--- config.mk ---
export PLATFORM = sky130hd
export DESIGN_NAME = fbc_fuse_box_controller
export DESIGN_NICKNAME = d
export VERILOG_FILES = /design/src/verilog/fbc_pkg.sv /design/src/verilog/fbc_fuse_box_controller.sv
export VERILOG_INCLUDE_DIRS = /design/src /design/src/verilog
export SDC_FILE = /design/constraint.sdc
export NUM_CORES = 2
export LEC_CHECK = 0
export BUFFER_PORTS_ARGS = -buffer_cell sky130_fd_sc_hd__buf_2
export CELL_PAD_IN_SITES_DETAIL_PLACEMENT = 0
export CELL_PAD_IN_SITES_GLOBAL_PLACEMENT = 1
export CORE_MARGIN = 1.5
export CORE_UTILIZATION = 45
export CTS_BUF_LIST = sky130_fd_sc_hd__clkbuf_4
export CTS_CLUSTER_SIZE = 10
export DETAILED_ROUTE_END_ITERATION = 7
export PLACE_DENSITY_LB_ADDON = 0.05
export SYNTH_ARGS = -nofsm -noshare
export SYNTH_HDL_FRONTEND = slang
export SYNTH_SLANG_ARGS = --single-unit
--- constraint.sdc ---
create_clock -name clock -period 2.8 [get_ports clock]
set_input_delay 0.28 -clock clock [delete_from_list [all_inputs] [get_ports clock]]
set_output_delay 0.28 -clock clock [all_outputs]
set_load 0.03 [all_outputs]
--- src/verilog/fbc_regs.svh ---
// Register offsets, field positions, the key value, the mask range and timing counts.
`ifndef FBC_REGS_SVH
`define FBC_REGS_SVH
`define FBC_KEY_OFF 12'h000
`define FBC_MODE_OFF 12'h004
`define FBC_STATUS_OFF 12'h01C
`define FBC_IRQ_MASK_OFF 12'h018
`define FBC_DATA_OFF 12'h020
`define FBC_DATA_BASE 12'h020
`define FBC_DATA_END 12'h0A0
`define FBC_KEY_VALUE 8'hFB
`define FBC_MASK_BIT 0
`define FBC_PROGRAM_COMPLETE_FLAG_BIT 0
`define FBC_PROGRAM_FAILED_FLAG_BIT 1
`define FBC_PROG_CYCLES 8'h10
`define FBC_MASK_FIRST 5'h14
`define FBC_MASK_LAST 5'h17
`endif

--- src/verilog/fbc_pkg.sv ---
// Types shared by the fuse box controller.
package fbc_pkg;
  typedef enum logic [2:0] {
    FBC_IDLE = 3'b001,
    FBC_BURN = 3'b010,
    FBC_READ = 3'b100
  } fbc_state_t;
endpackage

--- src/verilog/fbc_fuse_box_controller.sv ---
// Fuse box controller with key unlock, programming, readback and masking.
`timescale 1ns/100ps
`include "fbc_regs.svh"

module fbc_fuse_box_controller #(
  parameter int NUM_WORDS = 32,
  parameter logic [7:0] PROG_CYCLES = `FBC_PROG_CYCLES
) (
  input wire logic clock,
  input wire logic rst_n,
  input wire logic psel,
  input wire logic penable,
  input wire logic pwrite,
  input wire logic [11:0] paddr,
  input wire logic [31:0] pwdata,
  output logic [31:0] prdata,
  output logic pready,
  output logic pslverr,
  output logic irq,
  output logic mask_active,
  input wire logic fuse_burn_fault
);
  import fbc_pkg::*;

  fbc_state_t state;
  fbc_state_t next_state;
  logic [31:0] fuses [NUM_WORDS];
  logic [31:0] data_reg [NUM_WORDS];
  logic [31:0] burn_word;
  logic [31:0] next_burn_word;
  logic [4:0] burn_idx;
  logic [4:0] next_burn_idx;
  logic [7:0] count;
  logic [7:0] next_count;
  logic unlocked;
  logic next_unlocked;
  logic masked;
  logic next_masked;
  logic [1:0] status;
  logic [1:0] next_status;
  logic [1:0] irq_mask;
  logic [1:0] next_irq_mask;
  logic fail_seen;
  logic next_fail_seen;
  logic fault_s1;
  logic fault_s2;
  logic [31:0] next_prdata;
  logic rd_setup;
  logic mapped;
  logic key_hit;
  logic mode_hit;
  logic status_hit;
  logic irq_mask_hit;
  logic masked_word;
  logic wr;
  logic rd;
  logic data_hit;
  logic [4:0] widx;
  logic [11:0] doff;
  logic done_ev;
  logic fail_ev;

  assign pready = 1'b1;
  assign wr = psel & penable & pwrite;
  assign rd = psel & penable & ~pwrite;
  assign doff = paddr - `FBC_DATA_BASE;
  assign widx = doff[6:2];
  assign data_hit = (paddr >= `FBC_DATA_BASE) && (paddr < `FBC_DATA_END)
    && (paddr[1:0] == 2'b00) && (32'(widx) < NUM_WORDS);
  assign irq = |(status & irq_mask);
  assign mask_active = masked;
  assign done_ev = (state == FBC_READ);
  assign fail_ev = done_ev & fail_seen;
  // An access outside the map answers with an error; a write there still cancels the unlock.
  assign mapped = key_hit | mode_hit | status_hit | irq_mask_hit
    | data_hit;
  assign masked_word = masked && (widx >= `FBC_MASK_FIRST)
    && (widx <= `FBC_MASK_LAST);
  assign rd_setup = psel & ~penable & ~pwrite;
  assign pslverr = psel & penable & ~mapped;

  // Decodes the single registers by offset; data words match by range.
  always_comb begin
    key_hit = 1'b0;
    mode_hit = 1'b0;
    status_hit = 1'b0;
    irq_mask_hit = 1'b0;
    case (paddr)
      `FBC_KEY_OFF: begin
        key_hit = 1'b1;
      end
      `FBC_MODE_OFF: begin
        mode_hit = 1'b1;
      end
      `FBC_STATUS_OFF: begin
        status_hit = 1'b1;
      end
      `FBC_IRQ_MASK_OFF: begin
        irq_mask_hit = 1'b1;
      end
      default: begin
        key_hit = 1'b0;
      end
    endcase
  end

  // The fault pin is asynchronous, so it passes two flip-flops first.
  always_ff @(posedge clock or negedge rst_n) begin
    if (!rst_n) begin
      fault_s1 <= 1'b0;
      fault_s2 <= 1'b0;
    end else begin
      fault_s1 <= fuse_burn_fault;
      fault_s2 <= fault_s1;
    end
  end

  // Any write between the key and the data word, except the key value written again, cancels the unlock.
  always_comb begin
    next_state = state;
    next_burn_word = burn_word;
    next_burn_idx = burn_idx;
    next_count = count;
    next_unlocked = unlocked;
    next_fail_seen = fail_seen;
    case (state)
      FBC_IDLE: begin
        if (wr && paddr == `FBC_KEY_OFF) begin
          next_unlocked = (pwdata[7:0] == `FBC_KEY_VALUE);
        end else if (wr && data_hit) begin
          if (unlocked) begin
            next_state = FBC_BURN;
            next_burn_word = pwdata;
            next_burn_idx = widx;
            next_count = PROG_CYCLES;
            next_fail_seen = 1'b0;
          end
          next_unlocked = 1'b0;
        end else if (wr) begin
          next_unlocked = 1'b0;
        end
      end
      FBC_BURN: begin
        if (fault_s2) begin
          next_fail_seen = 1'b1;
        end
        if (count == 8'h01) begin
          next_state = FBC_READ;
        end
        next_count = count - 8'h01;
      end
      FBC_READ: begin
        next_state = FBC_IDLE;
      end
      default: begin
        next_state = FBC_IDLE;
      end
    endcase
  end

  always_ff @(posedge clock or negedge rst_n) begin
    if (!rst_n) begin
      state <= FBC_IDLE;
      burn_word <= 32'h0;
      burn_idx <= 5'h0;
      count <= 8'h0;
      unlocked <= 1'b0;
      fail_seen <= 1'b0;
    end else begin
      state <= next_state;
      burn_word <= next_burn_word;
      burn_idx <= next_burn_idx;
      count <= next_count;
      unlocked <= next_unlocked;
      fail_seen <= next_fail_seen;
    end
  end

  // A failed burn leaves the fuses as they were and still reads back.
  generate
    for (genvar i = 0; i < NUM_WORDS; i++) begin : g_word
      logic [31:0] next_fuse;
      logic [31:0] next_data;
      always_comb begin
        next_fuse = fuses[i];
        next_data = data_reg[i];
        if (state == FBC_BURN && count == 8'h01 && !fail_seen
            && !fault_s2 && 32'(burn_idx) == i) begin
          next_fuse = fuses[i] | burn_word;
        end
        if (done_ev && 32'(burn_idx) == i) begin
          next_data = fuses[i];
        end
      end
      always_ff @(posedge clock or negedge rst_n) begin
        if (!rst_n) begin
          fuses[i] <= 32'h0;
          data_reg[i] <= 32'h0;
        end else begin
          fuses[i] <= next_fuse;
          data_reg[i] <= next_data;
        end
      end
    end
  endgenerate

  // Masking only ever sets; the asynchronous reset is the one way back.
  always_comb begin
    next_masked = masked;
    if (wr && mode_hit && pwdata[`FBC_MASK_BIT]) begin
      next_masked = 1'b1;
    end
  end

  always_ff @(posedge clock or negedge rst_n) begin
    if (!rst_n) begin
      masked <= 1'b0;
    end else begin
      masked <= next_masked;
    end
  end

  // An event in the cycle of a clear still wins, so software never
  // loses a completion that lands during its clear.
  always_comb begin
    next_status = status;
    if (wr && status_hit) begin
      next_status = status & ~pwdata[1:0];
    end
    if (done_ev) begin
      next_status[`FBC_PROGRAM_COMPLETE_FLAG_BIT] = 1'b1;
    end
    if (fail_ev) begin
      next_status[`FBC_PROGRAM_FAILED_FLAG_BIT] = 1'b1;
    end
  end

  always_ff @(posedge clock or negedge rst_n) begin
    if (!rst_n) begin
      status <= 2'h0;
    end else begin
      status <= next_status;
    end
  end

  // The interrupt mask has the status layout; irq is a level.
  always_comb begin
    next_irq_mask = irq_mask;
    if (wr && irq_mask_hit) begin
      next_irq_mask = pwdata[1:0];
    end
  end

  always_ff @(posedge clock or negedge rst_n) begin
    if (!rst_n) begin
      irq_mask <= 2'h0;
    end else begin
      irq_mask <= next_irq_mask;
    end
  end

  // Read data is captured in the setup phase, so it stands in a
  // flip-flop through the whole access phase with no wait state.
  always_comb begin
    next_prdata = prdata;
    if (rd_setup) begin
      if (mode_hit) begin
        next_prdata = {31'h0, masked};
      end else if (status_hit) begin
        next_prdata = {30'h0, status};
      end else if (irq_mask_hit) begin
        next_prdata = {30'h0, irq_mask};
      end else if (data_hit && masked_word) begin
        next_prdata = 32'h0;
      end else if (data_hit) begin
        next_prdata = data_reg[widx];
      end else begin
        next_prdata = 32'h0;
      end
    end
  end

  always_ff @(posedge clock or negedge rst_n) begin
    if (!rst_n) begin
      prdata <= 32'h0;
    end else begin
      prdata <= next_prdata;
    end
  end
endmodule

### Word-level counts from Yosys, hierarchy flattened

Cells that the tools add are included.

* register bits: 2137
* bits of input ports: 50
* output and inout port bits: 36
* logic and storage cells: 303

* $add $sub $neg: 2
* $lt $le $gt $ge: 5
* eq/ne operators: 44
* multiplexer cells: 32
* bitwise gates (word level): 50
* reductions and logical operators: 93

Operators with widths (number)
* 32-bit OR: 32
* 32-bit two-way mux: 7
* 32-bit binary-select mux with 5-bit select: 1
* 5-bit == test (second input constant): 16
* 1-bit logical AND: 78
* 5-bit by 4-bit == test with 1-bit output (second input constant): 8
* 12-bit by 5-bit == test with 1-bit output (second input constant): 2
* 8-bit two-way mux: 3
* 5-bit by 3-bit == test with 1-bit output (second input constant): 4
* 8-bit one-hot mux with 2 select lines: 1
* 1-bit two-way mux: 13
* 12-bit by 3-bit == test with 1-bit output (second input constant): 1
* 12-bit by 6-bit greater-or-equal comparator with 1-bit output (second input constant): 1
* 12-bit logical NOT: 1
* 12-bit by 8-bit less-than comparator with 1-bit output (second input constant): 1
* 3-bit two-way mux: 4
* 4-bit AND reduction: 3
* 5-bit by 2-bit == test with 1-bit output (second input constant): 2
* 8-bit by 1-bit == test with 1-bit output (second input constant): 1
* 8-bit == test (second input constant): 1
* 2-bit inequality test (second input constant): 4
* 8-bit by 1-bit subtractor with 8-bit output (second input constant): 1
* 7-bit by 6-bit subtractor with 7-bit output (second input constant): 1
* 1-bit AND: 6
* 24 further kinds: 34

### Longest topological paths before layout

* depth after elaboration: 10
* depth in mapped cells: 9
* gate-level depth less buffers: 7

### Worst setup path before layout

No wires, ideal clock.

* path type: input -> register
* start point: input port paddr[5]
* end point: register prdata[2]
* arrival: 1.987 ns
* data required time: 2.678 ns
* path slack: 0.692 ns
* cell stages on the path: 9
* path buffers: 2
* cells stage by stage: clkbuf_1 -> inv_1 -> ha_1 -> nand2b_1 -> or2_2 -> clkbuf_1 -> o22ai_1 -> a211oi_1 -> a32o_1

* word-level cells in the longest chain between the ends: 10
* elaborated cells between the ends (all ways): 25

Ends and longest elaborated chain
* start, declared: line fbc_fuse_box_controller.sv:14 `input wire logic [11:0] paddr,`
* 7-bit by 6-bit subtractor with 7-bit output (no line) (*)
* via doff[5]: line fbc_fuse_box_controller.sv:59 `logic [11:0] doff;`
* 5-bit NOT with 6-bit output (not written as such): line fbc_fuse_box_controller.sv:276 `next_prdata = data_reg[widx];`
* 32-bit binary-select mux with 5-bit select: line fbc_fuse_box_controller.sv:276
* 32-bit two-way mux (not written as such) (2 in a row): line fbc_fuse_box_controller.sv:276
* 32-bit two-way mux: line fbc_fuse_box_controller.sv:275 `end else if (data_hit) begin`
* 32-bit two-way mux (*): line fbc_fuse_box_controller.sv:273 `end else if (data_hit && masked_word) begin`
* 32-bit two-way mux (*): line fbc_fuse_box_controller.sv:271 `end else if (irq_mask_hit) begin`
* 32-bit two-way mux (*): line fbc_fuse_box_controller.sv:269 `end else if (status_hit) begin`
* 32-bit two-way mux (*): line fbc_fuse_box_controller.sv:267 `if (mode_hit) begin`
* end signal, assigned: line fbc_fuse_box_controller.sv:287 `prdata <= next_prdata;`
* end, declared: line fbc_fuse_box_controller.sv:16 `output logic [31:0] prdata,`

The timed path passes the listed nets; every way through them passes the cells marked *. The select of a mux whose other input is x is not followed.
A chain may end at the register's enable or synchronous reset.

### Final worst setup path

* start point: input port paddr[10]
* end point: register burn_idx[3]

* word-level cells in the longest chain between the ends: 5
* elaborated cells between the ends (all ways): 9

Ends and longest elaborated chain
* 12-bit by 6-bit greater-or-equal comparator with 1-bit output (no line) or 12-bit by 8-bit less-than comparator with 1-bit output (tied branches)
* 1-bit logical AND (2 in a row): line fbc_fuse_box_controller.sv:68 `` assign data_hit = (paddr >= `FBC_DATA_BASE) && (paddr < `FBC_DATA_END) ``
* 1-bit logical AND: line fbc_fuse_box_controller.sv:130 `end else if (wr && data_hit) begin`
* 4-bit AND reduction (no line) (*)
* end signal, assigned: line fbc_fuse_box_controller.sv:172 `burn_idx <= next_burn_idx;`
* end, declared: line fbc_fuse_box_controller.sv:31 `logic [4:0] burn_idx;`

Every way passes the cells marked *; elsewhere a longest branch is shown, timed or not.

==> out/results.ini <==
[outcome]
outcome=finished, violations left
violations=setup timing

[floorplan]
design.die.area_um2=189000
die_x_um=435
ios=86
start_util=0.453
die_h_um=435
rows=158
core_area_um2=185000

[global_routing]
overflow=0
grt_max_degree=121
grt_pass1_vias=54300
grt_pass1_wl_um=367000
grtUsageTotal=0.262
antenna_found_initial=7

[clocking]
worstSkewPairLatency_ns=1.37
cts_root_buffer=clkbuf_4
cts_tree=built
cts.path.max_buffers=4
numCtsBuffers=593
numClockSinks=2137
post-cts-setup-buffers=0
path_clk_slew_ns=0.07
htreeDepth=6

[synthesis]
yosys.area.top_type=dfrtp_1
synth_top_area_frac=0.637
yosysWarnings=0
async_reset_ff_frac=1.00
synth_cell_types=50
synth_edf_count=0
avgSynthCellArea_um2=15.4
ys.flop_type=dfrtp_1
synth_area_leaders=dfrtp_1 64%, mux2_2 14%, a21o_1 9.2%
synthCells=5449
ys_ff_latch=2137
netlist_area_um2=83900
synth-seq-area-share=0.637
syn_nets=5503

[drt]
drc=0
dr_wl_met2_um=114000
dr_wl_met3_um=10900
detail_route.vias_per_cell=5.57
postRouteAntennaNets=0
drt_iter0_markers=2901
wire_per_inst_um=27.0
wl_met1_um=114000
firstDrtPassIters=5
vias=50200
drt_wl_total_um=243000
dr.max_layer_used=met5

[placed_design]
gp_congestion=0.840
dp_hpwl_um=143000
dp_slack_ns=-0.269
dp_cells=7883
post_dp_cell_area_um2=89600
io_buffers=84

[run]
max_cap_violations=0

[sta]
fmax_ghz=0.353
finClkSkew_ns=0.0472
setup_violations=4
tightest_slew_ns=0.921
period_minus_slack_ns=2.83
worst_slack_ns=-0.0322
slew_headroom=0.386
hold_viol=0
slew_violations=0
min_period_over_period=1.01

[worst_setup_path]
rrSetupSlack_ns=0.12
crit_path_top_delay_cell=dlygate4sd3_1
start_kind=input port
slowest_delay_ns=0.65
cp_data_arrival_time_ns=4.08
cp_cell_sequence=dlygate4sd3_1, buf_2, dlygate4sd3_1, nor4_2, dlygate4sd3_1, and4_1, nand3_4, nand2_1, o21ai_0, dlygate4sd3_1
crit_top_cell=dlygate4sd3_1
worst-path-max-fanout=27
end_kind=flip-flop
required_ns=4.04
crit_family=buffers and inverters
cp_num_buf_inv=5
critPathKind=in -> reg

[final_layout]
syn2layout_area_growth_pct=17.1
final_common_cell=dfrtp_1
final_cells=9012
layout_common_cells=2135 x dfrtp_1, 1025 x a21o_1, 1019 x mux2_2
layout-drive-gt1-share=0.409
final_area_um2=98200
finalNetCount=6183

[power_and_ir_drop]
vdd_drop_max_uv=483
powerDensity_nw_per_um2=616
leakagePower_nw=57.2

[min_path]
hold_path_class=in -> async

[cells in the mapped netlist, drive strengths merged (2+ instances only)]
| master | number |
|---|---|
| a22oi | 5 |
| a32o | 30 |
| inv | 6 |
| nor2 | 65 |
| nor2b | 8 |
| dfrtp | 2136 |
| nand4 | 5 |
| o21ai | 7 |
| mux2 | 1028 |
| mux2i | 82 |
| and3 | 2 |
| ha | 4 |
| o22ai | 60 |
| a22o | 2 |
| and2 | 2 |
| or2 | 5 |
| nor4 | 5 |
| or3 | 2 |
| nor3b | 3 |
| a21oi | 5 |
| a21o | 1025 |
| mux4 | 247 |
| xnor2 | 4 |
| a31oi | 3 |
| buf | 276 |
| clkbuf | 161 |
| a211oi | 30 |
| nand2 | 180 |
| nand3 | 25 |
| nand4b | 2 |
| nand2b | 11 |
| nor3 | 10 |
| xor2 | 3 |
[layer usage]
| metal | vias up | GRT usage |
|---|---|---|
| met5 | - | 0 |
| met4 | 2 | 0.0683 |
| met3 | 317 | 0.0496 |
| met2 | 1067 | 0.412 |
| met1 | 27400 | 0.376 |
| li1 | 21400 | - |
[worst register-to-register path, cell delays in order (launching register included)]
cell and delay (ns):
dfrtp_1 0.41, or3b_1 0.51, nor3b_2 0.32, nand3_2 0.39
buf_4 0.32, nor2_4 0.14, buf_12 0.26, a21o_1 0.25
[per-stage QoR]
| step | hold WS [ns] | TNS [ns] | util | total power [mW] |
|---|---|---|---|---|
| finish | 0.189 | -0.0818 | 0.530 | 60.5 |
| floorplan | -0.0156 | 0 | - | 32.0 |
| detailed placement | 0.266 | -2.49 | 0.484 | 33.4 |
| global route | 0.126 | -0.0528 | 0.530 | 63.4 |
| CTS | 0.0330 | 0 | 0.530 | 61.5 |
| global placement | 0.262 | -1.90 | 0.484 | 33.3 |
[layout make-up]
class	count	area, um2
fill	15900	87000
inverter	6	22.5
sequential	2137	53500
tap	2480	3100
antenna	8	20.0
timing repair buffer	522	5680
multi-input combinational	2869	28700
clock buffer	907	6810
clock inverter	83	393
[path summary, 6_finish.rpt]
path | from | endpoint | cells after the start
setup reg to reg | state[2] | fuses[347] | 7
setup / recovery | paddr[10] | burn_idx[3] | 10
hold reg to reg | fault_s1 | fault_s2 | 0
max in group asynchronous | rst_n | fuses[167] | 6
min in group clock | paddr[2] | burn_idx[0] | 5
hold / removal | rst_n | fuses[426] | 4
[what timing repair did]
| item | in CTS | in global routing |
|---|---|---|
| resized for setup | 0 | 12 |
| endpoints found under the setup margin | 0 | 22 |
| hold buffers | 131 | 0 |
| endpoints found under the hold margin | 2224 | 0 |
[power by group]
part           internal [mW]  switching [mW]
Sequential              30.9         0.00494
Combinational          0.607            1.37
Clock                   14.9            12.7
[cells by family (layout without fill, tap and decap cells)]
logic type	after synthesis	count (layout)	share of synthesized area
flip-flops	2137	2137	0.637
multiplexers	1357	1357	0.214
AO/OA/AOI/OAI	1171	1171	0.104
buffers and inverters	443	1518	0.0236
AND/OR/NAND/NOR	329	329	0.0189
XOR/XNOR	7	7	0.000731
adder cells (fa/ha/maj)	4	4	0.000597
other	1	9	0.0000447
(Power assumes the default switching activity.)
